===== config.mk =====
export PLATFORM = sky130hd
export DESIGN_NAME = scd_decoder
export DESIGN_NICKNAME = d
export VERILOG_FILES = /design/src/scd_pkg.sv /design/src/scd_decoder.sv
export SDC_FILE = /design/constraint.sdc
export NUM_CORES = 2
export LEC_CHECK = 0
export BUFFER_PORTS_ARGS = -buffer_cell sky130_fd_sc_hd__buf_2
export CORE_ASPECT_RATIO = 1.1
export CORE_MARGIN = 3
export CORE_UTILIZATION = 60
export CTS_BUF_LIST = sky130_fd_sc_hd__clkbuf_4
export CTS_CLUSTER_DIAMETER = 150
export DETAILED_ROUTE_END_ITERATION = 10
export PLACE_DENSITY_LB_ADDON = 0.2
export SLEW_MARGIN = 10
export SYNTH_ARGS = -nofsm -noshare
export SYNTH_HDL_FRONTEND = slang
export SYNTH_SLANG_ARGS = --single-unit

===== constraint.sdc =====
create_clock -name mclk -period 5.54 [get_ports mclk]
set_input_delay 0.554 -clock mclk [delete_from_list [all_inputs] [get_ports mclk]]
set_output_delay 0.554 -clock mclk [all_outputs]
set_load 0.01 [all_outputs]

===== src/scd_pkg.sv =====
// Package: opcodes, register map, reset values and timing for the decoder
package scd_pkg;

	// ****************************************************************
	// Command opcodes
	// ****************************************************************
	localparam logic [7:0] OP_BUSY_POLL   = 8'hf0; // busy_poll_cmd
	localparam logic [7:0] OP_EN_OFFLINE  = 8'hc6; // Offline mode entry
	localparam logic [7:0] OP_EN_TRANSP   = 8'h74; // Transparent mode entry
	localparam logic [7:0] OP_MODE_EXIT   = 8'h26; // config_mode_exit_cmd
	localparam logic [7:0] OP_STREAM_LOAD = 8'h7a; // stream_load_cmd
	localparam logic [7:0] OP_USER_WR     = 8'hc2; // user_code_write_cmd
	localparam logic [7:0] OP_BULK_ERASE  = 8'h0e; // array_bulk_erase_cmd
	localparam logic [7:0] OP_SET_DONE    = 8'h5e; // set_completion_flag_cmd
	localparam logic [7:0] OP_SET_SECURE  = 8'hce; // set_security_bit_cmd
	localparam logic [7:0] OP_ADDR_INIT   = 8'h46; // frame_addr_init_cmd
	localparam logic [7:0] OP_ADDR_LOAD   = 8'hb4; // frame_addr_load_cmd
	localparam logic [7:0] OP_FRAME_WR    = 8'h82; // frame_write_inc_cmd
	localparam logic [7:0] OP_PACKED_WR   = 8'hb8; // packed_frame_write_cmd
	localparam logic [7:0] OP_FRAME_RD    = 8'h6a; // frame_read_inc_cmd
	localparam logic [7:0] OP_DICT_LOAD   = 8'h02; // unpack_dictionary_cmd
	localparam logic [7:0] OP_CTRL1_WR    = 8'h22; // ctrl_first_write_cmd
	localparam logic [7:0] OP_CTRL1_RD    = 8'h20; // ctrl_first_read_cmd
	localparam logic [7:0] OP_CTRL2_WR    = 8'h23; // ctrl_second_write_cmd
	localparam logic [7:0] OP_CTRL2_RD    = 8'h21; // ctrl_second_read_cmd
	localparam logic [7:0] OP_SUM_CLEAR   = 8'h3b; // frame_sum_clear_cmd
	localparam logic [7:0] OP_SUM_RD      = 8'h60; // frame_sum_read_cmd
	localparam logic [7:0] OP_UPSET_WR    = 8'ha2; // upset_sum_write_cmd
	localparam logic [7:0] OP_UPSET_RD    = 8'ha4; // upset_sum_read_cmd
	localparam logic [7:0] OP_PASS_BURN   = 8'hf1; // passkey_burn_cmd
	localparam logic [7:0] OP_PASS_RD     = 8'hf2; // passkey_read_cmd
	localparam logic [7:0] OP_PASS_UNLOCK = 8'hbc; // passkey_unlock_cmd
	localparam logic [7:0] OP_KEY_BURN    = 8'hf3; // secret_key_burn_cmd
	localparam logic [7:0] OP_KEY_RD      = 8'hf4; // secret_key_read_cmd
	localparam logic [7:0] OP_BUS_TARGET  = 8'hf6; // setup_bus_target_cmd
	localparam logic [7:0] OP_BUS_WR      = 8'h72; // setup_bus_write_cmd
	localparam logic [7:0] OP_BUS_RD      = 8'hf7; // setup_bus_read_cmd

	// ****************************************************************
	// Wishbone register map, fields and reset values
	// ****************************************************************
	localparam logic [7:0] ADR_CTRL      = 8'h00; // Control, read/write
	localparam logic [7:0] ADR_STATUS    = 8'h04; // Status, read only
	localparam logic [7:0] ADR_USERCODE  = 8'h08; // User code, read only
	localparam logic [7:0] ADR_FRAMEADDR = 8'h0c; // Frame address, read only
	localparam int         CTL_LINK_EN   = 0;     // Link accepted when set
	localparam int         CTL_PW_PROT   = 1;     // Sticky passkey protection
	localparam int         CTL_KEY_LOCK  = 2;     // Sticky key activation
	localparam logic [2:0] CTRL_RST      = 3'h1;  // Link enabled out of reset

	// ****************************************************************
	// Sizes, reset values and timing
	// ****************************************************************
	localparam int          MEM_DEPTH = 16;      // Frames held, one word each
	localparam logic [15:0] FA_INIT   = 16'h0000; // Frame address start
	localparam logic [2:0]  SYNC_RST  = 3'h2;    // Pin sync reset {din,sel,clk}
	localparam int          MCLK_NS   = 40;      // Block clock period
	localparam int          ERASE_NS  = 2000;    // Least erase busy time
	localparam int          BURN_NS   = 1000;    // Least fuse burn busy time
	localparam logic [7:0]  ERASE_CYC =
		8'((ERASE_NS + MCLK_NS - 1) / MCLK_NS);
	localparam logic [7:0]  BURN_CYC  =
		8'((BURN_NS + MCLK_NS - 1) / MCLK_NS);

	// Access mode and link framing phase
	typedef enum logic [1:0] {MD_NONE, MD_OFFLINE, MD_TRANSP} scd_mode_t;
	typedef enum logic [1:0] {LK_IDLE, LK_OPCODE, LK_OPND, LK_DATA} scd_phase_t;

endpackage


===== src/scd_decoder.sv =====
// Serial configuration command decoder with its Wishbone status port
//
// The implementer's own choices: the Wishbone register port and the register addresses.
`timescale 1ns/1ps
module scd_decoder
	import scd_pkg::*;
(
	input  wire logic        mclk,       // Block clock
	input  wire logic        rst_b,      // Asynchronous reset
	input  wire logic [7:0]  adr_i,      // Wishbone byte address
	input  wire logic [31:0] dat_i,      // Wishbone write data
	input  wire logic [3:0]  sel_i,      // Wishbone byte lanes
	input  wire logic        we_i,       // Wishbone write
	input  wire logic        stb_i,      // Wishbone strobe
	input  wire logic        cyc_i,      // Wishbone cycle
	output logic      [31:0] dat_o,      // Wishbone read data
	output logic             ack_o,      // Wishbone acknowledge
	input  wire logic        linkClk,    // Host serial clock
	input  wire logic        linkSel_b,  // Host select, active low
	input  wire logic        linkDin,    // Host to device data
	output logic             linkDout,   // Device to host data
	output logic             linkDoutOe, // Drive enable of linkDout
	output logic             doneOut,    // Completion flag
	output logic             busyOut     // Command still executing
);
	import scd_pkg::*;

	// ****************************************************************
	// Declarations
	// ****************************************************************
	logic [2:0]      syncFf [3];       // Three-stage pin synchronisers
	logic            pinLvl [3];       // Settled pin levels, one per sync
	logic [2:0]      pinChg;           // Settled level changes this cycle
	scd_phase_t      phase;            // Framing phase of the transaction
	scd_mode_t       mode;             // Access mode
	logic [2:0]      bitCnt;           // Bit within the current byte
	logic [6:0]      rxSh;             // Bits gathered so far
	logic [7:0]      opcode;           // Opcode of this transaction
	logic [23:0]     operand;          // Operand field
	logic [1:0]      opndCnt;          // Operand byte count
	logic [4:0]      dataIdx;          // Data byte index, wraps
	logic [255:0]    rxBig;            // Received data history
	logic [7:0]      txSh;             // Outgoing byte
	logic [7:0]      next_tx;          // Byte to send next
	logic [2:0]      ctrlReg;          // Software control bits
	logic            securityBit;      // Security flag
	logic [31:0]     userCode;         // User code register
	logic [15:0]     frameAddr;        // Frame address
	logic [15:0]     frameSum;         // Frame checksum
	logic [31:0]     upsetSum;         // Upset detection checksum
	logic [31:0]     ctrlOne;          // First control register
	logic [31:0]     ctrlTwo;          // Second control register
	logic [127:0]    passkey;          // Fuse-held passkey
	logic            pwBurnt;          // Passkey fuse already blown
	logic            unlocked;         // Passkey matched
	logic [255:0]    secretKey;        // Fuse-held cipher key
	logic [7:0]      dict [4];         // Expansion dictionary
	logic [7:0]      initTarget;       // Setup bus target
	logic [15:0]     initAddr;         // Setup bus address
	logic [31:0]     initData;         // Setup bus data latch
	logic            streaming;        // Stream load in progress
	logic [7:0]      busyCnt;          // Remaining busy cycles
	logic [31:0]     mem [MEM_DEPTH];  // Configuration frames
	logic            rxBit;            // Data bit at this clock rise
	logic            byteEnd;          // Last bit of a byte taken
	logic            opndEnd;          // Last operand byte taken
	logic            dataEnd;          // A data byte taken
	logic [7:0]      inByte;           // Data byte after expansion
	logic [31:0]     wordIn;           // Last four data bytes
	logic            mayWrite;         // Writes to the array allowed
	logic            linkEnd;          // Select released

	// Most significant first byte pick from a word
	function automatic logic [7:0] pickByte(logic [31:0] w, logic [1:0] i);
		return w[{~i, 3'h7} -: 8];
	endfunction

	// ****************************************************************
	// Pin synchronisers
	// ****************************************************************
	// Only the second and third stages are compared, so the first stage
	// never reaches logic while it may still be metastable.
	generate
		for (genvar g = 0; g < 3; g++)
		begin : gSync
			always_ff @(posedge mclk or negedge rst_b)
			begin
				if (!rst_b)
				begin
					syncFf[g] <= {3{SYNC_RST[g]}};
					pinLvl[g] <= SYNC_RST[g];
				end
				else
				begin
					syncFf[g] <= {syncFf[g][1:0],
						g == 0 ? linkClk : (g == 1 ? linkSel_b : linkDin)};
					if (syncFf[g][1] == syncFf[g][2])
						pinLvl[g] <= syncFf[g][2];
				end
			end
			assign pinChg[g] = (syncFf[g][1] == syncFf[g][2]) &&
				(syncFf[g][2] != pinLvl[g]);
		end
	endgenerate

	// Data is stable across the rise, so the settled level is the bit
	assign rxBit    = pinLvl[2];
	assign linkEnd  = pinLvl[1] && phase != LK_IDLE;
	assign byteEnd  = pinChg[0] && syncFf[0][2] && !pinLvl[1] &&
		phase != LK_IDLE && bitCnt == 3'h7;
	assign opndEnd  = byteEnd && phase == LK_OPND && opndCnt == 2'h2;
	assign dataEnd  = byteEnd && phase == LK_DATA;
	// Dictionary codes have the top bit set; others pass as literals
	assign inByte   = (opcode == OP_PACKED_WR && rxSh[6]) ?
		dict[{rxSh[0], rxBit}] : {rxSh, rxBit};
	assign wordIn   = {rxBig[23:0], inByte};
	assign mayWrite = mode != MD_NONE &&
		(!ctrlReg[CTL_PW_PROT] || unlocked);

	// ****************************************************************
	// Transaction framing
	// ****************************************************************
	always_ff @(posedge mclk or negedge rst_b)
	begin
		if (!rst_b)
		begin
			phase   <= LK_IDLE;
			bitCnt  <= '0;
			rxSh    <= '0;
			opcode  <= '0;
			operand <= '0;
			opndCnt <= '0;
			dataIdx <= '0;
			rxBig   <= '0;
		end
		else if (linkEnd)
			phase <= LK_IDLE;        // Select released ends everything
		else
		begin
			unique case (phase)
				LK_IDLE:
				begin
					bitCnt <= '0;
					if (!pinLvl[1] && ctrlReg[CTL_LINK_EN])
						phase <= LK_OPCODE;
				end
				LK_OPCODE, LK_OPND, LK_DATA:
				begin
					if (pinChg[0] && syncFf[0][2])
					begin
						bitCnt <= bitCnt + 3'h1;
						rxSh   <= {rxSh[5:0], rxBit};
					end
					if (byteEnd && phase == LK_OPCODE)
					begin
						opcode  <= {rxSh, rxBit};
						opndCnt <= '0;
						phase   <= LK_OPND;
					end
					if (byteEnd && phase == LK_OPND)
					begin
						operand <= {operand[15:0], rxSh, rxBit};
						opndCnt <= opndCnt + 2'h1;
						dataIdx <= '0;
						if (opndCnt == 2'h2)
							phase <= LK_DATA;
					end
					if (dataEnd)
					begin
						rxBig   <= {rxBig[247:0], inByte};
						dataIdx <= dataIdx + 5'h1;
					end
				end
			endcase
		end
	end

	// ****************************************************************
	// Command effects
	// ****************************************************************
	always_ff @(posedge mclk or negedge rst_b)
	begin
		if (!rst_b)
		begin
			mode <= MD_NONE;
			{doneOut, securityBit, pwBurnt, unlocked, streaming} <= '0;
			{userCode, upsetSum, ctrlOne, ctrlTwo, initData} <= '0;
			frameAddr <= FA_INIT;
			{frameSum, initAddr, initTarget, busyCnt} <= '0;
			passkey   <= '0;
			secretKey <= '0;
			for (int i = 0; i < 4; i++)
				dict[i] <= '0;
			for (int i = 0; i < MEM_DEPTH; i++)
				mem[i] <= '0;
		end
		else
		begin
			// Busy counts down on its own; long jobs just reload it
			if (busyCnt != 8'h00)
				busyCnt <= busyCnt - 8'h01;
			if (linkEnd)
				streaming <= 1'b0;
			if (opndEnd)
			begin
				unique case (opcode)
					OP_EN_OFFLINE: mode <= MD_OFFLINE;
					OP_EN_TRANSP:  mode <= MD_TRANSP;
					OP_MODE_EXIT:
					begin
						mode      <= MD_NONE;
						streaming <= 1'b0;
						busyCnt   <= '0;
					end
					OP_BULK_ERASE:
						if (mayWrite)
						begin
							busyCnt <= ERASE_CYC;
							if ({operand[15:0], rxSh, rxBit} == 24'h0 ||
								rxBit)
								for (int i = 0; i < MEM_DEPTH; i++)
									mem[i] <= '0;
							if (rxSh[0])
								userCode <= '0;
						end
					OP_SET_DONE:
						if (mode != MD_NONE)
							doneOut <= 1'b1;
					OP_SET_SECURE:
						if (mode != MD_NONE)
							securityBit <= 1'b1;
					OP_STREAM_LOAD:
						if (mayWrite)
						begin
							streaming <= 1'b1;
							frameAddr <= FA_INIT;
						end
					OP_ADDR_INIT: frameAddr <= FA_INIT;
					OP_SUM_CLEAR: frameSum  <= '0;
					OP_BUS_TARGET:
					begin
						initTarget <= operand[15:8];
						initAddr   <= {operand[7:0], rxSh, rxBit};
					end
					default: ;
				endcase
			end
			if (dataEnd)
			begin
				unique case (opcode)
					OP_USER_WR:
						if (dataIdx == 5'h3)
							userCode <= wordIn;
					OP_ADDR_LOAD:
						if (dataIdx == 5'h1)
							frameAddr <= wordIn[15:0];
					OP_FRAME_WR, OP_PACKED_WR, OP_STREAM_LOAD:
						if (dataIdx[1:0] == 2'h3 && mayWrite &&
							(opcode != OP_STREAM_LOAD || streaming))
						begin
							mem[frameAddr[3:0]] <= wordIn;
							frameAddr <= frameAddr + 16'h1;
							frameSum  <= {frameSum[14:0], frameSum[15]} ^
								wordIn[31:16] ^ wordIn[15:0];
						end
					OP_FRAME_RD:
						if (dataIdx[1:0] == 2'h2)
							frameAddr <= frameAddr + 16'h1;
					OP_DICT_LOAD:
						dict[dataIdx[1:0]] <= inByte;
					OP_CTRL1_WR:
						if (dataIdx == 5'h3)
							ctrlOne <= wordIn;
					OP_CTRL2_WR:
						if (dataIdx == 5'h3)
							ctrlTwo <= wordIn;
					OP_UPSET_WR:
						if (dataIdx == 5'h3)
							upsetSum <= wordIn;
					OP_PASS_BURN:
						if (dataIdx == 5'hf && !pwBurnt)
						begin
							passkey <= {rxBig[119:0], inByte};
							pwBurnt <= 1'b1;
							busyCnt <= BURN_CYC;
						end
					OP_PASS_UNLOCK:
						if (dataIdx == 5'hf)
							unlocked <= {rxBig[119:0], inByte} == passkey;
					OP_KEY_BURN:
						if (dataIdx == 5'h1f)
						begin
							secretKey <= {rxBig[247:0], inByte};
							busyCnt   <= BURN_CYC;
						end
					OP_BUS_WR:
						if (dataIdx == 5'h3)
							initData <= wordIn;
					default: ;
				endcase
			end
		end
	end

	// Busy flag seen by the poll command and the status register
	always_ff @(posedge mclk or negedge rst_b)
	begin
		if (!rst_b)
			busyOut <= 1'b0;
		else
			busyOut <= busyCnt != 8'h00 || streaming;
	end

	// ****************************************************************
	// Read answers
	// ****************************************************************
	// The byte is chosen one byte early, at the end of the previous one
	always_comb
	begin
		logic [4:0] n;
		n = (phase == LK_OPND) ? 5'h0 : dataIdx + 5'h1;
		unique case (opcode)
			OP_BUSY_POLL:  next_tx = {7'h0, busyOut};
			OP_CTRL1_RD:   next_tx = pickByte(ctrlOne, n[1:0]);
			OP_CTRL2_RD:   next_tx = pickByte(ctrlTwo, n[1:0]);
			OP_SUM_RD:     next_tx = pickByte({frameSum, 16'h0}, n[1:0]);
			OP_UPSET_RD:   next_tx = pickByte(upsetSum, n[1:0]);
			OP_FRAME_RD:
				next_tx = pickByte(mem[frameAddr[3:0]], n[1:0]);
			OP_BUS_RD:     next_tx = pickByte(initData, n[1:0]);
			// Protection blanks the readback rather than refusing it
			OP_PASS_RD:    next_tx = ctrlReg[CTL_PW_PROT] ? 8'h00 :
				passkey[{~n[3:0], 3'h7} -: 8];
			OP_KEY_RD:     next_tx = ctrlReg[CTL_KEY_LOCK] ? 8'h00 :
				secretKey[{~n, 3'h7} -: 8];
			default:       next_tx = 8'h00;
		endcase
	end

	// Outgoing shifter, bits change on the falling link clock
	always_ff @(posedge mclk or negedge rst_b)
	begin
		if (!rst_b)
		begin
			txSh       <= '0;
			linkDout   <= 1'b0;
			linkDoutOe <= 1'b0;
		end
		else
		begin
			linkDoutOe <= phase == LK_DATA && !pinLvl[1];
			if (byteEnd && phase != LK_OPCODE)
				txSh <= next_tx;
			else if (pinChg[0] && !syncFf[0][2])
			begin
				linkDout <= txSh[7];
				txSh     <= {txSh[6:0], 1'b0};
			end
		end
	end

	// ****************************************************************
	// Wishbone slave
	// ****************************************************************
	// Answers one cycle after the request; unmapped reads return zero
	always_ff @(posedge mclk or negedge rst_b)
	begin
		if (!rst_b)
		begin
			ack_o   <= 1'b0;
			dat_o   <= '0;
			ctrlReg <= CTRL_RST;
		end
		else
		begin
			ack_o <= cyc_i && stb_i && !ack_o;
			if (cyc_i && stb_i && !ack_o)
			begin
				if (we_i && sel_i[0] && adr_i == ADR_CTRL)
					// Protection bits are sticky: software cannot undo them
					ctrlReg <= {ctrlReg[2:1] | dat_i[2:1], dat_i[0]};
				unique case (adr_i)
					ADR_CTRL:      dat_o <= {29'h0, ctrlReg};
					ADR_STATUS:    dat_o <= {24'h0, 1'b0, busyOut,
						unlocked, pwBurnt, securityBit, doneOut, mode};
					ADR_USERCODE:  dat_o <= userCode;
					ADR_FRAMEADDR: dat_o <= {16'h0, frameAddr};
					default:       dat_o <= '0;
				endcase
			end
		end
	end
endmodule // scd_decoder


* After elaboration in Yosys (flattened, before gate mapping)
Index checks and enable logic that the tools add are counted.
Word-level totals: flip-flop bits (word level) 1485, input bits 52, word-level logic and storage cells 277
Operators by class: add/subtract/negate cells 5, $lt $le $gt $ge 5, equality and inequality tests 53, shift operators 8, mux-type cells 72, bitwise gates (word level) 11, reduce and logical (&&, ||, !) cells 66
Operators by type and width (count):
- $mux 512 | 7
- $bwmux 512 | 1
- $mux 32 | 10
- $shiftx 263x9->8 | 1
- $shiftx 39x6->8 | 6
- $mux 16 | 11
- $shiftx 135x8->8 | 1
- $bmux 32 s4 | 1
- $demux 32 s4 | 1
- $eq 128x128->1 | 1
- $pmux 32 s4 | 1
- $eq 8x8->1 const B | 15
- $mux 8 | 14
- $pmux 8 s9 | 1
- $eq 8x7->1 const B | 7
- $eq 8x6->1 const B | 6
- $pmux 16 s3 | 1
- $reduce_and 3->1 | 15
- $bwmux 32 | 1
- $pmux 16 s2 | 1
- $pmux 8 s2 | 2
- $xor 16x16->16 | 2
- $logic_and 1x1->1 | 25
- $eq 8x4->1 const B | 3
- other kinds (51) | 86

* Depth between registers and ports, before layout
word-level depth 13, gate-level depth with buffers 16, gate-level depth less buffers 10

* Worst setup path after synthesis
No wires, ideal clock.
kind register to register, from register dataIdx[0], to register txSh[0], arrival 3.687 ns, data required time 5.406 ns, path slack 1.719 ns, cell stages (with the launch flop) 15, path buffers 7, clock period less this slack 3.821 ns, path through dfrtp_1 inv_1 clkbuf_1 clkbuf_1 clkbuf_1 ha_1 clkbuf_1 inv_1 nor2_1 clkbuf_1 buf_1 clkbuf_1 a31oi_1 a2111oi_0 o21ai_0
Between the ends: word-level cells in the longest chain between the ends 7, elaborated cells on any way between the ends 17, classes of those cells 1 x add/sub; 8 x shift; 5 x mux; 3 x bitwise
RTL lines:
- start: declaration | line scd_decoder.sv:41 | logic [4:0] dataIdx;
- start signal: assignment | line scd_decoder.sv:171 | dataIdx <= dataIdx + 5'h1;
- $add 5x1->5 (*) | line scd_decoder.sv:321 | n = (phase == LK_OPND) ? 5'h0 : dataIdx + 5'h1;
- $mux 5 (*) | line scd_decoder.sv:321
- $not 5->5 / $not 4->4 (equally long branches) | line scd_decoder.sv:335, scd_decoder.sv:333
- $shiftx 263x9->8 / $shiftx 135x8->8 (equally long branches) | line scd_decoder.sv:335, scd_decoder.sv:333
- $mux 8 (on tied branches) | line scd_decoder.sv:334, scd_decoder.sv:332
- $pmux 8 s9 (*) | line scd_decoder.sv:322 | unique case (opcode)
- $mux 8 (*) | line scd_decoder.sv:352 | if (byteEnd && phase != LK_OPCODE)
- end signal: assignment | line scd_decoder.sv:353 | txSh <= next_tx;
- end signal: assignment | line scd_decoder.sv:357 | txSh <= {txSh[6:0], 1'b0};
- end: declaration | line scd_decoder.sv:43 | logic [7:0] txSh;
Mark *: on every way between the ends. The rest lies on a longest branch, timed or not. A chain may end at the register's enable or synchronous reset.

* Final worst setup path
from register opcode[1], to register mem[429] (netlist name)
Between the ends: word-level cells in the longest chain between the ends 7, elaborated cells on any way between the ends 14, classes of those cells 5 x eq/ne; 6 x mux; 3 x reduce/logical
RTL lines:
- start: declaration | line scd_decoder.sv:38 | logic [7:0] opcode;
- start signal: assignment | line scd_decoder.sv:156 | opcode <= {rxSh, rxBit};
- $eq 8x4->1 | line scd_decoder.sv:206 | unique case (opcode)
- $mux 512 | line scd_decoder.sv:206
- $mux 512 | line scd_decoder.sv:204 | if (opndEnd)
- $bwmux 512 | line scd_decoder.sv:261 | mem[frameAddr[3:0]] <= wordIn;
- $mux 512 | line scd_decoder.sv:258 | if (dataIdx[1:0] == 2'h3 && mayWrite &&
- $mux 512 | line scd_decoder.sv:250 | unique case (opcode)
- $mux 512 (*) | line scd_decoder.sv:248 | if (dataEnd)
- end signal: indexed assignment | line scd_decoder.sv:261
- end: declaration | line scd_decoder.sv:63 | logic [31:0] mem [MEM_DEPTH];
Marked as above.

==> reports/metrics.csv <==
stage;metric;value;unit
timing;worst_slew_pin_slew;1.45;ns
cells_and_area;drive_above_1_share;16.2;%
worst_setup_path;start_kind;register;
worst_hold_path;min_to;ctrlReg[2]$_DFFE_PN0P_;
timing;rsz0062_at_grt;no;
timing;period_share;78.4;%
timing;period_minus_slack;4.34;ns
cts;clkLatencyLatePin;1.28;ns
yosys;yosys.area_share.xor_xnor;2.14;%
cells_and_area;final_cell_area;74600;sq um
placement;hpwl;123000;um
placement;placed_area;69600;sq um
yosys;ys.flop_type;dfrtp_1;
die;rows;129;
detailed_routing;drtIter0Drc;6620;
yosys;synth_adder_area_share;0.319;%
worst_hold_path;holdCritStartpoint;sel_i[0];
timing;slew_violations;0;
cts;cts_setup_buffers;0;
worst_setup_path;r2r-start;opcode[1]$_DFFE_PN0P_;
cells_and_area;area_growth;9.27;%
yosys;synth_top_family_by_area;simple AND/OR/NAND/NOR gates;
timing;max_slew_margin;0.668;%
detailed_routing;num_vias;54200;
worst_setup_path;r2r_cells;9;
die;dieArea;118000;sq um
detailed_routing;dr.pass1.iters;8;
die;chipWidth;328;um
placement;port_buffers;56;
pwr;cellPowerDensity;274;nW/um^2
yosys;yosys-top-cells-area;dfrtp_1 54%, nand2_1 15%, mux4_2 6.7%;
worst_setup_path;endpoint_kind;register;
yosys;post-synth-top-area-cell;dfrtp_1;
worst_hold_path;hold_class;in -> reg;
yosys;netlist_area;68200;sq um
yosys;synthMuxAreaShare;9.88;%
worst_setup_path;worstPathMaxFanout;23;
yosys;synth_compound_area_share;6.87;%
detailed_routing;drc;0;
status;violations;max-capacitance violations;
yosys;synth_edf_count;0;
timing;finalSetupTns;0;ns
yosys;syn_inst;7101;
cts;cts_resized;0;
yosys;ys_seq_area_share;54.5;%
detailed_routing;routed_wl;202000;um
yosys;synth_seq_cells;1485;
worst_setup_path;required;6.68;ns
worst_setup_path;arrival;5.48;ns
status;status;finished, violations left;
worst_setup_path;r2r-end;mem[429]$_DFF_PN0_;
cts;root_buffer;clkbuf_4;
yosys;yosysTopAreaCellShare;54.3;%
yosys;syn_nets;7168;
timing;setup-violations-final;0;
placement;place_congestion;0.930;
worst_setup_path;crit_type;reg -> reg;
detailed_routing;vias_per_cell;6.09;
yosys;synth-simple-area-share;22.5;%
cts;clockBufferDepth;4;
global_route;gr-total-overflow;0;
die;floorplan.initialDensity;60.6;%
pwr;peakVddDrop;0.201;mV
global_route;antenna_found_initial;5;
cts;tritoncts;built;
cts;numCtsBuffers;394;
pwr;p_leak;37.9;nW
yosys;async_reset_ff_share;100;%
yosys;synthDistinctLibCells;88;
global_route;first_global_vias;53800;
cts;clk_pin_slew_worst_paths;0.07;ns
timing;clock.fmax;0.230;GHz
die;core-area;113000;sq um
global_route;grt_util_all_layers;34.7;%
detailed_routing;routedWlPerCell;22.7;um
global_route;grt_max_degree;223;
cells_and_area;final_nets;7218;
timing;hold_viol_final;0;
global_route;grt_pass1_wl;317000;um
yosys;avgSynthCellArea;9.61;sq um
timing;fin_skew;0.122;ns
cts;cts.sinks;1485;
die;io_pins;89;
yosys;ys_warn_count;0;
cells_and_area;fin_util;66.2;%
cts;htreeDepth;5;
run;maxCapViolations;1;
worst_hold_path;hold_path_depth;5;
die;die_y;360;um
worst_setup_path;rrSetupSlack;1.20;ns
detailed_routing;ant_nets;0;
==> synth_stat cells (13+ instances only) <==
| cell | n |
|---|---|
| a222oi_1 | 13 |
| nor3_1 | 32 |
| nor2b_1 | 13 |
| nand3_1 | 585 |
| buf_2 | 88 |
| a21oi_1 | 58 |
| a22o_1 | 55 |
| a31oi_1 | 19 |
| buf_6 | 25 |
| nand2_1 | 2740 |
| o21ai_0 | 283 |
| clkbuf_1 | 396 |
| a211oi_1 | 19 |
| ha_1 | 15 |
| a22oi_1 | 30 |
| and3_1 | 29 |
| mux2i_1 | 76 |
| mux4_2 | 204 |
| nor4_1 | 39 |
| o22ai_1 | 28 |
| mux2_2 | 123 |
| o21ai_1 | 112 |
| nor2_1 | 96 |
| xor2_1 | 91 |
| dfrtp_1 | 1480 |
| nand4_1 | 34 |
| inv_1 | 34 |
| a221oi_1 | 45 |
| xnor2_1 | 76 |
| buf_1 | 66 |
==> placed cells by master (no fill, tap or decap), types with 28 or more instances in the layout <==
cell type,count
xnor2_1,75
clkbuf_4,577
a221oi_1,45
o21ai_0,282
mux2i_1,71
nand4_1,34
a21oi_1,57
nand2_1,2738
dfrtp_1,1476
mux4_2,204
mux2_2,123
buf_4,124
a22o_1,55
nand3_1,579
nor2_1,91
xor2_1,90
nor4_1,38
o21ai_1,111
and3_1,29
inv_1,33
nor3_1,30
clkinv_1,53
buf_2,55
a22oi_1,30
dlygate4sd3_1,28
==> power breakdown <==
group	leakage (nW)	internal [mW]	switching, mW
logic	14.4	0.0600	0.260
clock network	2.79	4.79	4.45
registers	20.7	10.9	0.0191
==> area by class of cell <==
cell class / instances / area (sq um)
antenna: 4 / 10.0
clock buffer: 577 / 4330
clock inverter: 60 / 279
fill: 9074 / 38100
inverter: 34 / 129
multi-input combinational: 5002 / 28700
sequential: 1485 / 37200
tap: 1506 / 1880
timing repair buffer: 234 / 2030
==> routing by layer <==
metal	GRT usage, %	routed length, um	vias up
met1	47.4	79500	26800
met2	53.3	93500	2697
met4	16.6	9770	2
met5	0	15	-
li1	-	-	24200
met3	7.78	19300	509
==> logic make-up after synthesis <==
kind of cell               count (synthesis)
DFF                                     1485
adders and majority gates                 18
AOI/OAI and AO/OA                        748
xor gates and xnor gates                 167
and+or+nand+nor                         3666
muxes                                    403
buffers and inverters                    614
==> registers in the layout (all words and copies together), names as in the netlist, 32 cells and up <==
signal	count
secretKey	256
dict	32
mem	512
rxBig	248
passkey	128
userCode	32
ctrlOne	32
initData	32
upsetSum	32
dat_o	32
ctrlTwo	32
==> how the worst max path moves through the flow <==
stage	start	end	slack [ns]	cells after the start
2_1_floorplan	dataIdx[0]$_DFFE_PN0P_	txSh[0]$_DFFE_PN0P_	1.72	14
3_5_place_dp	opcode[1]$_DFFE_PN0P_	mem[429]$_DFF_PN0_	1.32	9
5_1_grt	opcode[1]$_DFFE_PN0P_	mem[429]$_DFF_PN0_	0.97	9
4_1_cts	opcode[1]$_DFFE_PN0P_	mem[429]$_DFF_PN0_	1.25	9
3_3_place_gp	opcode[1]$_DFFE_PN0P_	mem[428]$_DFF_PN0_	1.38	9
6_report	opcode[1]$_DFFE_PN0P_	mem[429]$_DFF_PN0_	1.20	9
==> repair_timing <==
action / 4_1_cts / 5_1_grt
hold buffers: 29 / 0
endpoints found under the hold margin: 486 / 0
setup endpoints to repair: 0 / 0
==> through the flow <==
stage          setup WS (ns)  total power [mW]  hold slack [ns]  instances
2_1_floorplan           1.72              11.1            0.258       7101
3_3_place_gp            1.38              11.4            0.340       8232
3_5_place_dp            1.32              11.4            0.335       8232
4_1_cts                 1.25              20.6           0.0978       8898
5_1_grt                0.969              21.2            0.196       8901
6_report                1.20              20.4            0.244       8902
==> worst max-delay path: stages, from the launching register on <==
cell      delay, ns
dfrtp_1        0.68
or4b_4         0.54
or4b_4         0.54
a21oi_4        0.27
nand3_4        0.18
nor2_4         0.45
nand3b_1       0.78
buf_4          0.54
nand3_1        0.13
nand2_1        0.07
Power figures use the tool's default switching activity.
